--- src/hw/sds_defines.svh ---
// constants for the step/dir microstep sequencer: offsets, fields, resets
// assumes inclusion by bare name from every design file that needs them
`ifndef SDS_DEFINES_SVH
`define SDS_DEFINES_SVH

// ---------------------------------------------------------------
// register offsets (word index)
// ---------------------------------------------------------------
`define SDS_ADDR_GLOBAL_CFG   4'h0
`define SDS_ADDR_CHOP_CFG     4'h1
`define SDS_ADDR_CURRENT      4'h2
`define SDS_ADDR_STATUS       4'h3

// ---------------------------------------------------------------
// field positions
// ---------------------------------------------------------------
`define SDS_GCFG_FASTSTST_BIT 0
`define SDS_GCFG_EXTSTEP_BIT  1
`define SDS_CHOP_MRES_LSB     0
`define SDS_CHOP_INTPOL_BIT   4
`define SDS_CHOP_DEDGE_BIT    5
`define SDS_CUR_HOLD_LSB      0
`define SDS_CUR_RUN_LSB       8
`define SDS_STAT_STST_BIT     0
`define SDS_STAT_MSCNT_LSB    16

// ---------------------------------------------------------------
// reset values and counts
// ---------------------------------------------------------------
`define SDS_GCFG_RST          2'h2
`define SDS_MRES_RST          4'h0
`define SDS_HOLD_RST          5'h08
`define SDS_RUN_RST           5'h10
`define SDS_MSCNT_RST         10'h000
`define SDS_MRES_MAX          4'h8
`define SDS_PERIOD_MAX        20'hF_FFFF
`define SDS_STST_LONG_CYC     (1 << 20)
`define SDS_STST_SHORT_CYC    (1 << 18)
`define SDS_SINE_CORR         18'h0_003A

`endif

--- src/hw/sds_pkg.sv ---
// types shared by the step/dir microstep sequencer modules
// assumes nothing beyond a SystemVerilog compiler
package sds_pkg;
  typedef logic [9:0]        sds_pos_t;
  typedef logic [3:0]        sds_mres_t;
  typedef logic signed [9:0] sds_coil_t;
  typedef logic [19:0]       sds_period_t;
  typedef enum logic {SDS_IP_IDLE, SDS_IP_RUN} sds_ip_state_e;
endpackage : sds_pkg

--- src/hw/sds_ustep_if.sv ---
// link between the sequencer core and its step interpolator
// assumes one clock shared by both ends
`timescale 1ns/1ns
`default_nettype none
interface sds_ustep_if
  import sds_pkg::*;
  ();
  logic        step_evt;
  sds_mres_t   mres;
  sds_period_t period;
  logic        enable;
  logic        fine;
  modport seq    (output step_evt, mres, period, enable, input fine);
  modport interp (input step_evt, mres, period, enable, output fine);
endinterface : sds_ustep_if
`default_nettype wire

--- src/hw/sds_sine_rom.sv ---
// sine/cosine coil current lookup with registered read data
// assumes a 10-bit table index and one clock
`timescale 1ns/1ns
`default_nettype none
`include "sds_defines.svh"
module sds_sine_rom
  import sds_pkg::*;
  (
  input  wire logic i_clk,
  input  wire logic i_reset,
  input  wire sds_pos_t i_pos,
  output var  sds_coil_t o_sin,
  output var  sds_coil_t o_cos
  );

  sds_coil_t sin_d;
  sds_coil_t cos_d;

  // ---------------------------------------------------------------
  // table entry: corrected parabola per quarter wave
  // ---------------------------------------------------------------
  function automatic sds_coil_t sds_sine(input sds_pos_t pos);
    logic [8:0]  x;
    logic [17:0] par;
    logic [8:0]  s;
    logic [17:0] sq;
    logic [17:0] corr;
    logic [8:0]  mag;
    x    = pos[8] ? (9'h100 - {1'b0, pos[7:0]}) : {1'b0, pos[7:0]};
    par  = 18'(x) * (18'h0_0200 - 18'(x));
    s    = 9'(par >> 8);
    sq   = (18'(s) * 18'(s)) >> 8;
    corr = (`SDS_SINE_CORR * (18'(s) - sq)) >> 8;
    mag  = s - 9'(corr);
    sds_sine = pos[9] ? -$signed({1'b0, mag}) : $signed({1'b0, mag});
  endfunction : sds_sine

  always_comb begin
    sin_d = sds_sine(i_pos);
    cos_d = sds_sine(i_pos + 10'h100);
  end

  always_ff @(posedge i_clk) begin
    if (i_reset) begin
      o_sin <= '0;
      o_cos <= '0;
    end else begin
      o_sin <= sin_d;
      o_cos <= cos_d;
    end
  end
endmodule : sds_sine_rom
`default_nettype wire

--- src/hw/sds_interp.sv ---
// step interpolator: fine microstep pulses spread over last step period
// assumes step events and period come from the sequencer core
`timescale 1ns/1ns
`default_nettype none
`include "sds_defines.svh"
module sds_interp
  import sds_pkg::*;
  (
  input  wire logic  i_clk,
  input  wire logic  i_reset,
  sds_ustep_if.interp u_step
  );

  sds_ip_state_e state_q, state_d;
  logic [8:0]    remain_q, remain_d;
  sds_period_t   interval_q, interval_d;
  sds_period_t   tick_q, tick_d;
  sds_period_t   shifted;

  assign u_step.fine = (state_q == SDS_IP_RUN) && (tick_q == '0);

  always_comb begin
    state_d    = state_q;
    remain_d   = remain_q;
    interval_d = interval_q;
    tick_d     = tick_q;
    shifted    = u_step.period >> u_step.mres;
    if (!u_step.enable) begin
      state_d  = SDS_IP_IDLE;
      remain_d = '0;
    end else if (u_step.step_evt) begin
      remain_d   = 9'h001 << u_step.mres;
      interval_d = (shifted == '0) ? 20'h0_0001 : shifted;
      tick_d     = '0;
      state_d    = SDS_IP_RUN;
    end else begin
      unique case (state_q)
        SDS_IP_IDLE: begin
          tick_d = '0;
        end
        SDS_IP_RUN: begin
          if (tick_q == interval_q - 20'h0_0001) begin
            tick_d = '0;
          end else begin
            tick_d = tick_q + 20'h0_0001;
          end
          if (tick_q == '0) begin
            remain_d = remain_q - 9'h001;
            if (remain_q == 9'h001) begin
              state_d = SDS_IP_IDLE;
            end
          end
        end
      endcase
    end
  end

  always_ff @(posedge i_clk) begin
    if (i_reset) begin
      state_q    <= SDS_IP_IDLE;
      remain_q   <= '0;
      interval_q <= 20'h0_0001;
      tick_q     <= '0;
    end else begin
      state_q    <= state_d;
      remain_q   <= remain_d;
      interval_q <= interval_d;
      tick_q     <= tick_d;
    end
  end
endmodule : sds_interp
`default_nettype wire

--- src/hw/sds_step_dir_seq.sv ---
// step/dir front end: sync, microstep counter, interpolation, standstill
// assumes a register master with one-cycle strobes and one system clock
`timescale 1ns/1ns
`default_nettype none
`include "sds_defines.svh"
module sds_step_dir_seq
  import sds_pkg::*;
  #(
  parameter int unsigned STST_LONG_CYC  = `SDS_STST_LONG_CYC,
  parameter int unsigned STST_SHORT_CYC = `SDS_STST_SHORT_CYC
  )
  (
  input  wire logic        i_clk,
  input  wire logic        i_reset,
  input  wire logic        i_step,
  input  wire logic        i_dir,
  input  wire logic [3:0]  i_addr,
  input  wire logic [31:0] i_wdata,
  input  wire logic        i_wr,
  input  wire logic        i_rd,
  output logic      [31:0] o_rdata,
  output sds_coil_t        o_coil_a,
  output sds_coil_t        o_coil_b,
  output sds_pos_t         o_mscnt,
  output logic             o_standstill,
  output logic      [4:0]  o_current_scale,
  output logic             o_ramp_disable
  );

  // ---------------------------------------------------------------
  // helpers
  // ---------------------------------------------------------------
  function automatic sds_pos_t sds_width(input sds_mres_t mres);
    sds_width = 10'h001 << mres;
  endfunction : sds_width

  function automatic sds_pos_t sds_norm(input sds_pos_t pos,
                                        input sds_mres_t mres);
    sds_pos_t w;
    w = sds_width(mres);
    if (mres == '0) begin
      sds_norm = pos;
    end else begin
      sds_norm = (pos & ~(w - 10'h001)) | (w >> 1);
    end
  endfunction : sds_norm

  function automatic logic sds_sel(input logic [3:0] addr,
                                   input logic [3:0] target);
    sds_sel = (addr == target);
  endfunction : sds_sel

  // ---------------------------------------------------------------
  // declarations
  // ---------------------------------------------------------------
  logic [1:0]  gcfg_q, gcfg_d;
  sds_mres_t   mres_q, mres_d;
  logic        intpol_q, intpol_d;
  logic        dedge_q, dedge_d;
  logic [4:0]  hold_q, hold_d;
  logic [4:0]  run_q, run_d;
  logic [31:0] rdata_q, rdata_d;

  logic        step_s1_q, step_s2_q, step_s3_q;
  logic        dir_s1_q, dir_s2_q;
  logic        step_evt;

  sds_pos_t    cnt_q, cnt_d;
  sds_pos_t    target_q, target_d;
  logic        dir_q, dir_d;
  sds_pos_t    width;

  logic [20:0] idle_q, idle_d;
  logic        stst_q, stst_d;
  sds_period_t period_q, period_d;
  logic [4:0]  cur_q, cur_d;
  logic [20:0] thr;

  sds_mres_t   wr_mres;

  sds_ustep_if u_if ();

  // ---------------------------------------------------------------
  // register port
  // ---------------------------------------------------------------
  always_comb begin
    gcfg_d   = gcfg_q;
    mres_d   = mres_q;
    intpol_d = intpol_q;
    dedge_d  = dedge_q;
    hold_d   = hold_q;
    run_d    = run_q;
    rdata_d  = '0;
    wr_mres  = i_wdata[`SDS_CHOP_MRES_LSB +: 4];
    if (i_wr && sds_sel(i_addr, `SDS_ADDR_GLOBAL_CFG)) begin
      gcfg_d = i_wdata[1:0];
    end
    if (i_wr && sds_sel(i_addr, `SDS_ADDR_CHOP_CFG)) begin
      mres_d   = (wr_mres > `SDS_MRES_MAX) ? `SDS_MRES_MAX : wr_mres;
      intpol_d = i_wdata[`SDS_CHOP_INTPOL_BIT];
      dedge_d  = i_wdata[`SDS_CHOP_DEDGE_BIT];
    end
    if (i_wr && sds_sel(i_addr, `SDS_ADDR_CURRENT)) begin
      hold_d = i_wdata[`SDS_CUR_HOLD_LSB +: 5];
      run_d  = i_wdata[`SDS_CUR_RUN_LSB +: 5];
    end
    if (i_rd) begin
      if (sds_sel(i_addr, `SDS_ADDR_GLOBAL_CFG)) begin
        rdata_d[1:0] = gcfg_q;
      end
      if (sds_sel(i_addr, `SDS_ADDR_CHOP_CFG)) begin
        rdata_d[`SDS_CHOP_MRES_LSB +: 4]  = mres_q;
        rdata_d[`SDS_CHOP_INTPOL_BIT]     = intpol_q;
        rdata_d[`SDS_CHOP_DEDGE_BIT]      = dedge_q;
      end
      if (sds_sel(i_addr, `SDS_ADDR_CURRENT)) begin
        rdata_d[`SDS_CUR_HOLD_LSB +: 5] = hold_q;
        rdata_d[`SDS_CUR_RUN_LSB +: 5]  = run_q;
      end
      if (sds_sel(i_addr, `SDS_ADDR_STATUS)) begin
        rdata_d[`SDS_STAT_STST_BIT]       = stst_q;
        rdata_d[`SDS_STAT_MSCNT_LSB +: 10] = cnt_q;
      end
    end
  end

  always_ff @(posedge i_clk) begin
    if (i_reset) begin
      gcfg_q   <= `SDS_GCFG_RST;
      mres_q   <= `SDS_MRES_RST;
      intpol_q <= 1'b0;
      dedge_q  <= 1'b0;
      hold_q   <= `SDS_HOLD_RST;
      run_q    <= `SDS_RUN_RST;
      rdata_q  <= '0;
    end else begin
      gcfg_q   <= gcfg_d;
      mres_q   <= mres_d;
      intpol_q <= intpol_d;
      dedge_q  <= dedge_d;
      hold_q   <= hold_d;
      run_q    <= run_d;
      rdata_q  <= rdata_d;
    end
  end

  assign o_rdata        = rdata_q;
  assign o_ramp_disable = gcfg_q[`SDS_GCFG_EXTSTEP_BIT];

  // ---------------------------------------------------------------
  // input synchroniser and edge detect
  // ---------------------------------------------------------------
  always_ff @(posedge i_clk) begin
    if (i_reset) begin
      step_s1_q <= 1'b0;
      step_s2_q <= 1'b0;
      step_s3_q <= 1'b0;
      dir_s1_q  <= 1'b0;
      dir_s2_q  <= 1'b0;
    end else begin
      step_s1_q <= i_step;
      step_s2_q <= step_s1_q;
      step_s3_q <= step_s2_q;
      dir_s1_q  <= i_dir;
      dir_s2_q  <= dir_s1_q;
    end
  end

  assign step_evt = dedge_q ? (step_s2_q ^ step_s3_q)
                            : (step_s2_q & ~step_s3_q);

  // ---------------------------------------------------------------
  // microstep counter
  // ---------------------------------------------------------------
  assign u_if.step_evt = step_evt;
  assign u_if.mres     = mres_q;
  assign u_if.period   = period_d;
  assign u_if.enable   = intpol_q;

  always_comb begin
    cnt_d    = cnt_q;
    target_d = target_q;
    dir_d    = dir_q;
    width    = sds_width(mres_q);
    if (intpol_q) begin
      if (step_evt) begin
        dir_d    = dir_s2_q;
        cnt_d    = target_q;
        target_d = sds_norm(dir_s2_q ? target_q - width
                                     : target_q + width, mres_q);
      end else if (u_if.fine) begin
        cnt_d = dir_q ? cnt_q - 10'h001 : cnt_q + 10'h001;
      end
    end else begin
      if (step_evt) begin
        dir_d = dir_s2_q;
        cnt_d = sds_norm(dir_s2_q ? cnt_q - width
                                  : cnt_q + width, mres_q);
      end else begin
        cnt_d = sds_norm(cnt_q, mres_q);
      end
      target_d = cnt_d;
    end
  end

  always_ff @(posedge i_clk) begin
    if (i_reset) begin
      cnt_q    <= `SDS_MSCNT_RST;
      target_q <= `SDS_MSCNT_RST;
      dir_q    <= 1'b0;
    end else begin
      cnt_q    <= cnt_d;
      target_q <= target_d;
      dir_q    <= dir_d;
    end
  end

  assign o_mscnt = cnt_q;

  // ---------------------------------------------------------------
  // standstill, step period and current select
  // ---------------------------------------------------------------
  always_comb begin
    thr = gcfg_q[`SDS_GCFG_FASTSTST_BIT] ? 21'(STST_SHORT_CYC)
                                         : 21'(STST_LONG_CYC);
    if (step_evt) begin
      idle_d = '0;
    end else if (idle_q >= thr) begin
      idle_d = idle_q;
    end else begin
      idle_d = idle_q + 21'h00_0001;
    end
    if (step_evt && (idle_q != thr - 21'h00_0001)) begin
      stst_d = 1'b0;
    end else if (idle_q >= thr - 21'h00_0001) begin
      stst_d = 1'b1;
    end else begin
      stst_d = stst_q;
    end
    period_d = period_q;
    if (step_evt) begin
      period_d = (idle_q >= 21'(`SDS_PERIOD_MAX)) ? `SDS_PERIOD_MAX
                                                   : 20'(idle_q + 21'h00_0001);
    end
    cur_d = stst_d ? hold_q : run_q;
  end

  always_ff @(posedge i_clk) begin
    if (i_reset) begin
      idle_q   <= '0;
      stst_q   <= 1'b0;
      period_q <= `SDS_PERIOD_MAX;
      cur_q    <= `SDS_RUN_RST;
    end else begin
      idle_q   <= idle_d;
      stst_q   <= stst_d;
      period_q <= period_d;
      cur_q    <= cur_d;
    end
  end

  assign o_standstill    = stst_q;
  assign o_current_scale = cur_q;

  // ---------------------------------------------------------------
  // sub-blocks
  // ---------------------------------------------------------------
  sds_interp u_interp (
    .i_clk  (i_clk),
    .i_reset(i_reset),
    .u_step (u_if.interp)
  );

  sds_sine_rom u_rom (
    .i_clk  (i_clk),
    .i_reset(i_reset),
    .i_pos  (cnt_q),
    .o_sin  (o_coil_a),
    .o_cos  (o_coil_b)
  );
endmodule : sds_step_dir_seq
`default_nettype wire

--- config.mk ---
export PLATFORM = sky130hd
export DESIGN_NAME = sds_step_dir_seq
export DESIGN_NICKNAME = d
export VERILOG_FILES = /design/src/hw/sds_pkg.sv /design/src/hw/sds_ustep_if.sv /design/src/hw/sds_sine_rom.sv /design/src/hw/sds_interp.sv /design/src/hw/sds_step_dir_seq.sv
export VERILOG_INCLUDE_DIRS = /design/src /design/src/hw
export SDC_FILE = /design/constraint.sdc
export NUM_CORES = 1
export LEC_CHECK = 0
export BUFFER_PORTS_ARGS = -buffer_cell sky130_fd_sc_hd__buf_2
export CORE_MARGIN = 1
export CORE_UTILIZATION = 65
export DETAILED_ROUTE_END_ITERATION = 10
export HOLD_SLACK_MARGIN = 0.08
export PLACE_DENSITY = 0.81
export SYNTH_ARGS = -nofsm -noshare
export SYNTH_HDL_FRONTEND = slang
export SYNTH_SLANG_ARGS = --single-unit
--- constraint.sdc ---
create_clock -name i_clk -period 23.4 [get_ports i_clk]
set_input_delay 4.68 -clock i_clk [delete_from_list [all_inputs] [get_ports i_clk]]
set_output_delay 4.68 -clock i_clk [all_outputs]
set_load 0.01 [all_outputs]
==> metrics.cfg, run 1 <==
[run_status]
status = complete, no violations

[placed_design]
gp_congestion = 0.922
portBuffers = 78
dp_slack_ns = 5.62
place_hpwl_um = 45700
dpl_cell_area_um2 = 24800

[sta]
final_hold_viol_count = 0
min_period_ns = 17.92
worst_hold_slack_ns = 0.459
finalSetupViolCount = 0
finalWorstSetupSlack_ns = 5.48
period_share = 0.766
timing.fmax_mhz = 55.8
slew_headroom = 0.162
grt_setup_unrepaired = false
worstMarginPinSlew_ns = 1.26
setup_tns_ns = 0
fin_skew_ns = 0.0127
drv_slew = 0

[layout]
final_common_cell = inv_1
final_cell_area_um2 = 25400
layout-drive-gt1-share = 0.0746
n_antenna_cell = 0
syn_to_final_growth_pct = 4.86
fin_nets = 3560
fillers = 2985
final_cell_mix = 456 x inv_1, 368 x nor2_1, 266 x ha_1

[grt]
first_global_vias = 21040
overflow = 0
grt_start_max_net_pins = 72
grt_pass1_wl_um = 99400
track_usage = 0.315
grt_antenna_before_repair = 0

[clock_tree]
htreeDepth = 4
cts-root-buf = clkbuf_16
clock_latency_ns = 0.46
cts_tree = done
cts_buffers = 17
cts-resized-gates = 0
clk_pin_slew_worst_paths_ns = 0.08
postCtsSetupRepairBufs = 0
clock_sinks = 182
postCtsHoldBufs = 0
clock_path_buffers = 2

[critical_path]
arrival_ns = 18.27
required_ns = 23.75
reg2regPathDepth = 69
cp_slowest_cell = xnor2_1
end_kind = flip-flop
path_depth = 69
worst-path-buf-inv = 13
crit_type = reg -> reg
cpMostUsedCell = inv_1
path_max_fanout = 11
startpoint_type = flip-flop
slowest_delay_ns = 0.78
critPathTopFamily = adder cells

[floorplan]
start_util = 0.661
core_um2 = 36600
rows = 70
die_width_um = 195
design.die.area_um2 = 38000
fp.dieH_um = 195
io_pins = 111

[synth]
synth-main-ff-cell = dfxtp_1
synth_mux_area_frac = 0.0250
yosys.area_share.simple = 0.198
synth_seq_area_share = 0.151
postSynthAreaPerCell_um2 = 8.02
synth_fa_ha_area_frac = 0.310
synth_area_um2 = 24200
syn-instance-count = 3015
synth_cell_types = 110
yosys_warnings = 0
synthArstFlopShare = 0
synth_xor_area_frac = 0.0745
synth_edf_count = 0
yosys_register_bits = 182
synth-compound-area-share = 0.143
synth_top_family_by_area = adder cells

[routing]
postRouteAntennaNets = 0
vias = 20848
drtIter0Drc = 1557
wl_per_cell_um = 16.5
vias_per_cell = 5.91
drt_pass1_iterations = 6
remaining_drc_errors = 0
totalWireLength_um = 58200

[min_path]
whs_path_depth = 1
hp-class = reg -> reg

[run]
drv_cap = 0

## layer usage
| layer | track usage | part of all wire | wire length (µm) |
|---|---|---|---|
| met5 | 0 | 0 | 0 |
| met4 | 0.121 | 0.031 | 1790 |
| met3 | 0.0300 | 0.046 | 2700 |
| met2 | 0.558 | 0.50 | 29000 |
| met1 | 0.394 | 0.43 | 24700 |
## per-stage QoR
| stage | std cells | util |
|---|---|---|
| 2_1_floorplan | 3038 | - |
| 3_3_place_gp | 3494 | 0.677 |
| 3_5_place_dp | 3494 | 0.677 |
| 4_1_cts | 3525 | 0.693 |
| 5_1_grt | 3525 | 0.693 |
| 6_report | 3525 | 0.693 |
## Yosys cell counts, drive strengths merged (16+ instances only)
| library cell | count | share of area |
|---|---|---|
| buf | 31 | 0.0073 |
| and2 | 24 | 0.0063 |
| xnor2 | 118 | 0.043 |
| a31oi | 29 | 0.0075 |
| nand3 | 49 | 0.011 |
| nand4 | 20 | 0.0054 |
| nor3 | 47 | 0.0099 |
| fa | 207 | 0.17 |
| mux2i | 32 | 0.013 |
| a21oi | 134 | 0.028 |
| dfxtp | 182 | 0.15 |
| a21boi | 22 | 0.0068 |
| or3 | 25 | 0.0066 |
| clkbuf | 84 | 0.019 |
| ha | 266 | 0.14 |
| nor2b | 46 | 0.012 |
| o21ai | 125 | 0.026 |
| nor3b | 25 | 0.0078 |
| o21a | 16 | 0.0050 |
| o211ai | 17 | 0.0055 |
| or2 | 33 | 0.0085 |
| nand2b | 37 | 0.0096 |
| xor2 | 87 | 0.032 |
| inv | 458 | 0.071 |
| a211oi | 22 | 0.0068 |
| nand2 | 238 | 0.037 |
| nor4 | 28 | 0.0091 |
| a21o | 38 | 0.012 |
| and3 | 32 | 0.0083 |
| nor2 | 369 | 0.057 |
| a22oi | 16 | 0.0050 |
## area by class of cell
cell class	count	area (µm²)	area share
Clock buffer	20	457	0.0180
Inverter	462	1730	0.0684
Timing Repair Buffer	103	581	0.0229
Clock inverter	11	108	0.00424
Tap cell	468	586	0.0231
Multi-Input combinational cell	2279	18300	0.720
Sequential cell	182	3640	0.144
## flip-flops by register name (all words and copies together) (netlist names), 2 cells and up
register and count:
o_current_scale 5, u_interp.remain_q 9, mres_q 4, idle_q 21, gcfg_q 2, target_q 10
o_rdata 21, period_q 20, u_interp.interval_q 20, u_interp.tick_q 20, hold_q 5, u_rom.o_sin 10
u_rom.o_cos 10, o_mscnt 10, run_q 5
## worst register-to-register path: cells and delay by family (launching register included)
family          cells  cell delay (ns)
compound gates     18             3.47
xor+xnor            5             2.43
fa+ha+maj          17             6.93
buf+inv            13             1.51
flops               1             0.47
simple gates       16             3.01
## kinds of logic after synthesis
logic type,after synthesis
simple gates,1000
buf+inv,577
compound gates,525
fa+ha+maj,475
xor+xnor,205
flops,182
mux,49
other cells,2
## worst paths after layout
check,start,to,slack (ns)
setup reg to reg,o_mscnt[1]$_SDFFE_PP0P_,u_rom.o_cos[8]$_SDFF_PP0_,5.48
hold / removal,step_s1_q$_SDFF_PP0_,step_s2_q$_SDFF_PP0_,0.46
setup / recovery,o_mscnt[1]$_SDFFE_PP0P_,u_rom.o_cos[8]$_SDFF_PP0_,5.48
hold reg to reg,step_s1_q$_SDFF_PP0_,step_s2_q$_SDFF_PP0_,0.46
Power of run 1 is left out: the tool's default activity adds up to more than one toggle a clock period on the data nets, which glitch-free logic cannot reach.
==> inputs of run 2 (changes only) <==
--- a/config.mk
+++ b/config.mk
@@ -6,12 +6,13 @@
 export SDC_FILE = /design/constraint.sdc
 export NUM_CORES = 1
 export LEC_CHECK = 0
+export ABC_AREA = 1
 export BUFFER_PORTS_ARGS = -buffer_cell sky130_fd_sc_hd__buf_2
 export CORE_MARGIN = 1
-export CORE_UTILIZATION = 65
+export CORE_UTILIZATION = 58
 export DETAILED_ROUTE_END_ITERATION = 10
 export HOLD_SLACK_MARGIN = 0.08
-export PLACE_DENSITY = 0.81
+export PLACE_DENSITY = 0.76
 export SYNTH_ARGS = -nofsm -noshare
 export SYNTH_HDL_FRONTEND = slang
 export SYNTH_SLANG_ARGS = --single-unit
==> constraint.sdc (replaced) <==
create_clock -name i_clk -period 15.78 [get_ports i_clk]
set_input_delay 3.156 -clock i_clk [delete_from_list [all_inputs] [get_ports i_clk]]
set_output_delay 3.156 -clock i_clk [all_outputs]
set_load 0.01 [all_outputs]
==> run 2 against run 1 <==
Global-route usage fell by 3.1 points. Via count is 6.2% higher. Critical endpoint is now u_rom.o_sin[9]$_SDFF_PP0_. Area after synthesis is 0.62% higher. Synthesized cell count increased by 15%. Final area increased by 6.2%. Utilization fell by 3.7 points. First-iteration DRC count increased by 4.6%. Hold slack got worse by 0.045 ns. Largest cell class unchanged. Final cell count is 17% higher. Flip-flop and latch count did not move.
==> metrics.cfg, run 2 <==
[grt]
overflow = 0
grt_pass1_wl_um = 98300
grt_antenna_before_repair = 1
grt_start_max_net_pins = 72
track_usage = 0.284
first_global_vias = 20436

[floorplan]
start_util = 0.592
rows = 74
fp.dieH_um = 207
io_pins = 111
design.die.area_um2 = 42800
die_width_um = 207
core_um2 = 41100

[sta]
timing.fmax_mhz = 66.0
drv_slew = 0
min_period_ns = 15.15
finalSetupViolCount = 0
finalWorstSetupSlack_ns = 0.628
period_share = 0.960
fin_skew_ns = 0.0153
worstMarginPinSlew_ns = 1.11
setup_tns_ns = 0
final_hold_viol_count = 0
slew_headroom = 0.263

[placed_design]
gp_congestion = 0.923
portBuffers = 78
dp_slack_ns = -0.159
place_hpwl_um = 47500

[layout]
n_antenna_cell = 0
multi_input_area_um2 = 18400
layout-drive-gt1-share = 0.114
regArea_um2 = 3650
final_cell_mix = 668 x inv_1, 596 x nand2_1, 367 x nor2_1
syn_to_final_growth_pct = 10.7
final_common_cell = inv_1
fillers = 3678
fin_nets = 4112

[critical_path]
arrival_ns = 15.50
end_kind = flip-flop
slowest_delay_ns = 0.53
path_max_fanout = 7
r2r_end = u_rom.o_sin[9]$_SDFF_PP0_
required_ns = 16.13
reg2regPathDepth = 85
rrSetupSlack_ns = 0.63
r2r-start = o_mscnt[1]$_SDFFE_PP0P_
startpoint_type = flip-flop
cp_slowest_cell = fa_1
crit_type = reg -> reg
cpMostUsedCell = inv_1

[synth]
synth_fa_ha_area_frac = 0.307
synth-compound-area-share = 0.119
ys_top_cells_by_area = fa_1 17%, dfxtp_1 15%, ha_1 14%
synth_area_um2 = 24300
synth_top_cell_area_share = 0.170
synth_seq_area_share = 0.150
synth_mux_area_frac = 0
synth-main-ff-cell = dfxtp_1
yosys.cell_count.top_type = inv_1
synth_top_family_by_area = adder cells
synth_edf_count = 0
synth_top_cell_by_area = fa_1
yosys.area_share.simple = 0.239
postSynthAreaPerCell_um2 = 7.00
synth_xor_area_frac = 0.0611
synthArstFlopShare = 0
syn-instance-count = 3475
synth_cell_types = 65
yosys_register_bits = 182
yosys_warnings = 0
yosys-top-cells-count = 679 x inv_1, 605 x nand2_1, 383 x nor2_1

[min_path]
whs_path_depth = 2
hp-class = reg -> reg
min_from = step_s1_q$_SDFF_PP0_
min_delay_worst_endpoint = step_s2_q$_SDFF_PP0_

[routing]
postRouteAntennaNets = 0
drt_pass1_iterations = 8
totalWireLength_um = 60500
vias = 22131
drtIter0Drc = 1629
wl_per_cell_um = 14.6
vias_per_cell = 5.34
remaining_drc_errors = 0

[clock_tree]
cts-root-buf = clkbuf_16
clock_sinks = 182
cts_tree = done
clock_path_buffers = 2
clk_pin_slew_worst_paths_ns = 0.08
cts_buffers = 17
htreeDepth = 4
clock_latency_ns = 0.46

[run_status]
status = complete, no violations

[run]
drv_cap = 0

## run 2: kinds of logic (layout without fill, tap and decap cells)
family,count (synthesis),in the layout
compound gates,511,511
xor+xnor,169,169
fa+ha+maj,473,473
buf+inv,786,897
flops,182,182
other cells,2,25
simple gates,1352,1352
## run 2: worst max-delay path, delay by kind of cell (launching register included)
kind	cells	cell delay (ns)
DFF	1	0.34
buffers and inverters	22	1.65
xor gates and xnor gates	8	1.52
and+or+nand+nor	22	2.48
AOI/OAI and AO/OA	16	2.40
adders and majority gates	17	6.64
## run 2: metal layers
layer | track usage | part of all wire
met5 | 0 | 0
met3 | 0.0356 | 0.052
met1 | 0.391 | 0.46
met4 | 0.0719 | 0.021
met2 | 0.469 | 0.47
## run 2: area by class of cell
| cell class | count | share of cell area |
|---|---|---|
| repair buffers | 167 | 0.0396 |
| clock buffers | 17 | 0.0158 |
| clock inverters | 14 | 0.00585 |
| inverters | 699 | 0.0974 |
| well taps | 532 | 0.0247 |
| flip-flops and latches | 182 | 0.135 |
| multi-input cells | 2530 | 0.681 |
## run 2: what timing repair did
action / 4_1_cts / 5_1_grt
endpoints found under the hold margin: 0 / 0
pin swaps: 1 / 55
gates resized for setup: 2 / 137
buffers inserted: 3 / 20
hold buffers: 0 / 0
endpoints found under the setup margin: 2 / 17
## run 2: through the flow
stage	hold WS [ns]	instance area, µm²	instances	utilization
2_1_floorplan	0.388	24400	3498	-
3_3_place_gp	0.393	25600	4087	0.623
3_5_place_dp	0.407	25600	4087	0.623
4_1_cts	0.419	26200	4121	0.638
5_1_grt	0.442	26900	4141	0.655
6_report	0.414	26900	4141	0.655
## run 2: worst max-delay path by stage
stage                                  from                         to  slack (ns)  depth (start not counted)
finish              o_mscnt[1]$_SDFFE_PP0P_  u_rom.o_sin[9]$_SDFF_PP0_        0.63                         85
global route        o_mscnt[0]$_SDFFE_PP0P_  u_rom.o_sin[9]$_SDFF_PP0_       -0.26                         89
CTS                 o_mscnt[0]$_SDFFE_PP0P_  u_rom.o_cos[8]$_SDFF_PP0_        0.03                         80
detailed placement  o_mscnt[0]$_SDFFE_PP0P_  u_rom.o_sin[9]$_SDFF_PP0_       -0.16                         85
global placement    o_mscnt[0]$_SDFFE_PP0P_  u_rom.o_sin[9]$_SDFF_PP0_        0.04                         85
floorplan           o_mscnt[0]$_SDFFE_PP0P_  u_rom.o_sin[9]$_SDFF_PP0_        0.04                         89
Power of run 2 is left out for the same reason.
==> inputs of run 3 (changes only) <==
--- a/config.mk
+++ b/config.mk
@@ -8,11 +8,13 @@
 export LEC_CHECK = 0
 export ABC_AREA = 1
 export BUFFER_PORTS_ARGS = -buffer_cell sky130_fd_sc_hd__buf_2
+export CELL_PAD_IN_SITES_DETAIL_PLACEMENT = 1
+export CELL_PAD_IN_SITES_GLOBAL_PLACEMENT = 2
 export CORE_MARGIN = 1
-export CORE_UTILIZATION = 58
+export CORE_UTILIZATION = 33
 export DETAILED_ROUTE_END_ITERATION = 10
 export HOLD_SLACK_MARGIN = 0.08
-export PLACE_DENSITY = 0.76
+export PLACE_DENSITY = 0.75
 export SYNTH_ARGS = -nofsm -noshare
 export SYNTH_HDL_FRONTEND = slang
 export SYNTH_SLANG_ARGS = --single-unit
==> run 3 against run 2 <==
Hold slack got worse by 0.0043 ns. Clock skew fell by 0.00098 ns. Die area rose by 75%. Routed wire length rose by 23%. Via count rose by 0.26%. Utilization fell by 27 points. Count of clock-buffer cells in the layout did not move. Global-route usage fell by 8.2 points.
==> metrics.cfg, run 3 (synthesis gave the netlist of run 2 again) <==
[run_status]
status = complete, no violations

[clock_tree]
cts_buffers = 17
postCtsHoldBufs = 0
cts_tree = done
cts-root-buf = clkbuf_16
clk_pin_slew_worst_paths_ns = 0.08
clock_sinks = 182
htreeDepth = 4
clock_latency_ns = 0.47
clock_path_buffers = 2

[sta]
worst_hold_slack_ns = 0.410
drv_slew = 0
min_period_ns = 14.96
fin_skew_ns = 0.0144
timing.fmax_mhz = 66.8
finalSetupViolCount = 0
slew_headroom = 0.233
period_share = 0.948
final_hold_viol_count = 0
worstMarginPinSlew_ns = 1.15

[layout]
final_common_cell = inv_1
final_cell_mix = 670 x inv_1, 588 x nand2_1, 359 x nor2_1
instances_no_fill = 4619
layout-drive-gt1-share = 0.137
fin_nets = 4161
syn_to_final_growth_pct = 15.2

[floorplan]
rows = 99
io_pins = 111
die_width_um = 274
fp.dieH_um = 274
core_um2 = 73000
design.die.area_um2 = 74800
start_util = 0.334

[critical_path]
end_kind = flip-flop
startpoint_type = flip-flop
r2r-start = o_mscnt[0]$_SDFFE_PP0P_
path_max_fanout = 4
crit_type = reg -> reg
r2r_end = u_rom.o_sin[9]$_SDFF_PP0_
cp_slowest_cell = fa_1
slowest_delay_ns = 0.56
arrival_ns = 15.34
reg2regPathDepth = 86
required_ns = 16.16
cpMostUsedCell = inv_1
rrSetupSlack_ns = 0.82

[placed_design]
place_hpwl_um = 60200
portBuffers = 78
dp.cells = 4553
gp_congestion = 0.861

[routing]
remaining_drc_errors = 0
totalWireLength_um = 74300
vias_per_cell = 4.80
vias = 22188
drt_pass1_iterations = 8
drtIter0Drc = 795
postRouteAntennaNets = 0
wl_per_cell_um = 16.1

[grt]
track_usage = 0.202
grt_antenna_before_repair = 0
grt_start_max_net_pins = 59
use_met2 = 0.356
grt_busiest_layer = met2
grt_pass1_wl_um = 121000
overflow = 0
met1_usage = 0.261
grtUsageMet3 = 0.0175
first_global_vias = 23313

[run]
drv_cap = 0

[min_path]
whs_path_depth = 2
min_delay_worst_endpoint = dir_s2_q$_SDFF_PP0_
hp-class = reg -> reg
min_from = dir_s1_q$_SDFF_PP0_

## run 3: cell count changes in the layout (fill, tap and decap cells not counted), moves of 4 or more
cell / previous run / this run
o21ai_0: 116 / 112
nand2_1: 596 / 588
nor2_2: 25 / 32
a21oi_2: 22 / 36
nor2_1: 367 / 359
buf_4: 87 / 136
a21oi_1: 208 / 193
nand2_2: 28 / 37
## run 3: routing by layer
metal	up-vias	wire length, µm
li1	11241	-
met1	10699	35200
met2	178	36300
met3	70	1200
met4	0	1620
met5	-	0
## run 3: how the worst max path moves through the flow
stage / cells past startpoint / to / slack [ns] / from
2_1_floorplan: 89 / u_rom.o_sin[9]$_SDFF_PP0_ / 0.04 / o_mscnt[0]$_SDFFE_PP0P_
3_3_place_gp: 75 / u_rom.o_cos[8]$_SDFF_PP0_ / 0.08 / o_mscnt[1]$_SDFFE_PP0P_
3_5_place_dp: 89 / u_rom.o_sin[9]$_SDFF_PP0_ / -0.02 / o_mscnt[0]$_SDFFE_PP0P_
4_1_cts: 87 / u_rom.o_sin[9]$_SDFF_PP0_ / -0.007 / o_mscnt[0]$_SDFFE_PP0P_
5_1_grt: 88 / u_rom.o_sin[8]$_SDFF_PP0_ / -0.12 / o_mscnt[0]$_SDFFE_PP0P_
6_report: 86 / u_rom.o_sin[9]$_SDFF_PP0_ / 0.82 / o_mscnt[0]$_SDFFE_PP0P_
## run 3: what timing repair did
item                                   4_1_cts  5_1_grt
pin swaps                                    0       84
endpoints found under the hold margin        0        0
resized for setup                            3      179
setup endpoints to repair                    4       17
setup buffers                                1       32
## run 3: area by class of cell
| cell class | instances | area [µm²] |
|---|---|---|
| fill | 9246 | 44900 |
| sequential | 182 | 3650 |
| antenna | 1 | 2.50 |
| timing repair buffer | 216 | 1430 |
| multi-input combinational | 2530 | 18500 |
| inverter | 699 | 2620 |
| clock buffer | 17 | 425 |
| tap | 959 | 1200 |
| clock inverter | 15 | 188 |
## run 3: stage by stage
stage	setup slack (ns)	cell area [µm²]	utilization	setup TNS, ns
after floorplan	0.0360	24400	-	0
after global placement	0.0787	26400	0.362	0
after detailed placement	-0.0197	26400	0.362	-0.0299
after CTS	-0.00694	27100	0.371	-0.00694
after global routing	-0.116	28000	0.384	-0.388
final	0.820	28000	0.384	0
## run 3: critical path: cells and delay by family, from the launching register on
| family | cells | cell delay (ns) |
|---|---|---|
| flip-flops | 1 | 0.36 |
| adder cells (fa/ha/maj) | 18 | 7.22 |
| XOR/XNOR | 6 | 1.10 |
| AND/OR/NAND/NOR | 27 | 2.80 |
| buffers and inverters | 21 | 1.46 |
| AO/OA/AOI/OAI | 14 | 1.88 |
Power of run 3 is left out for the same reason.
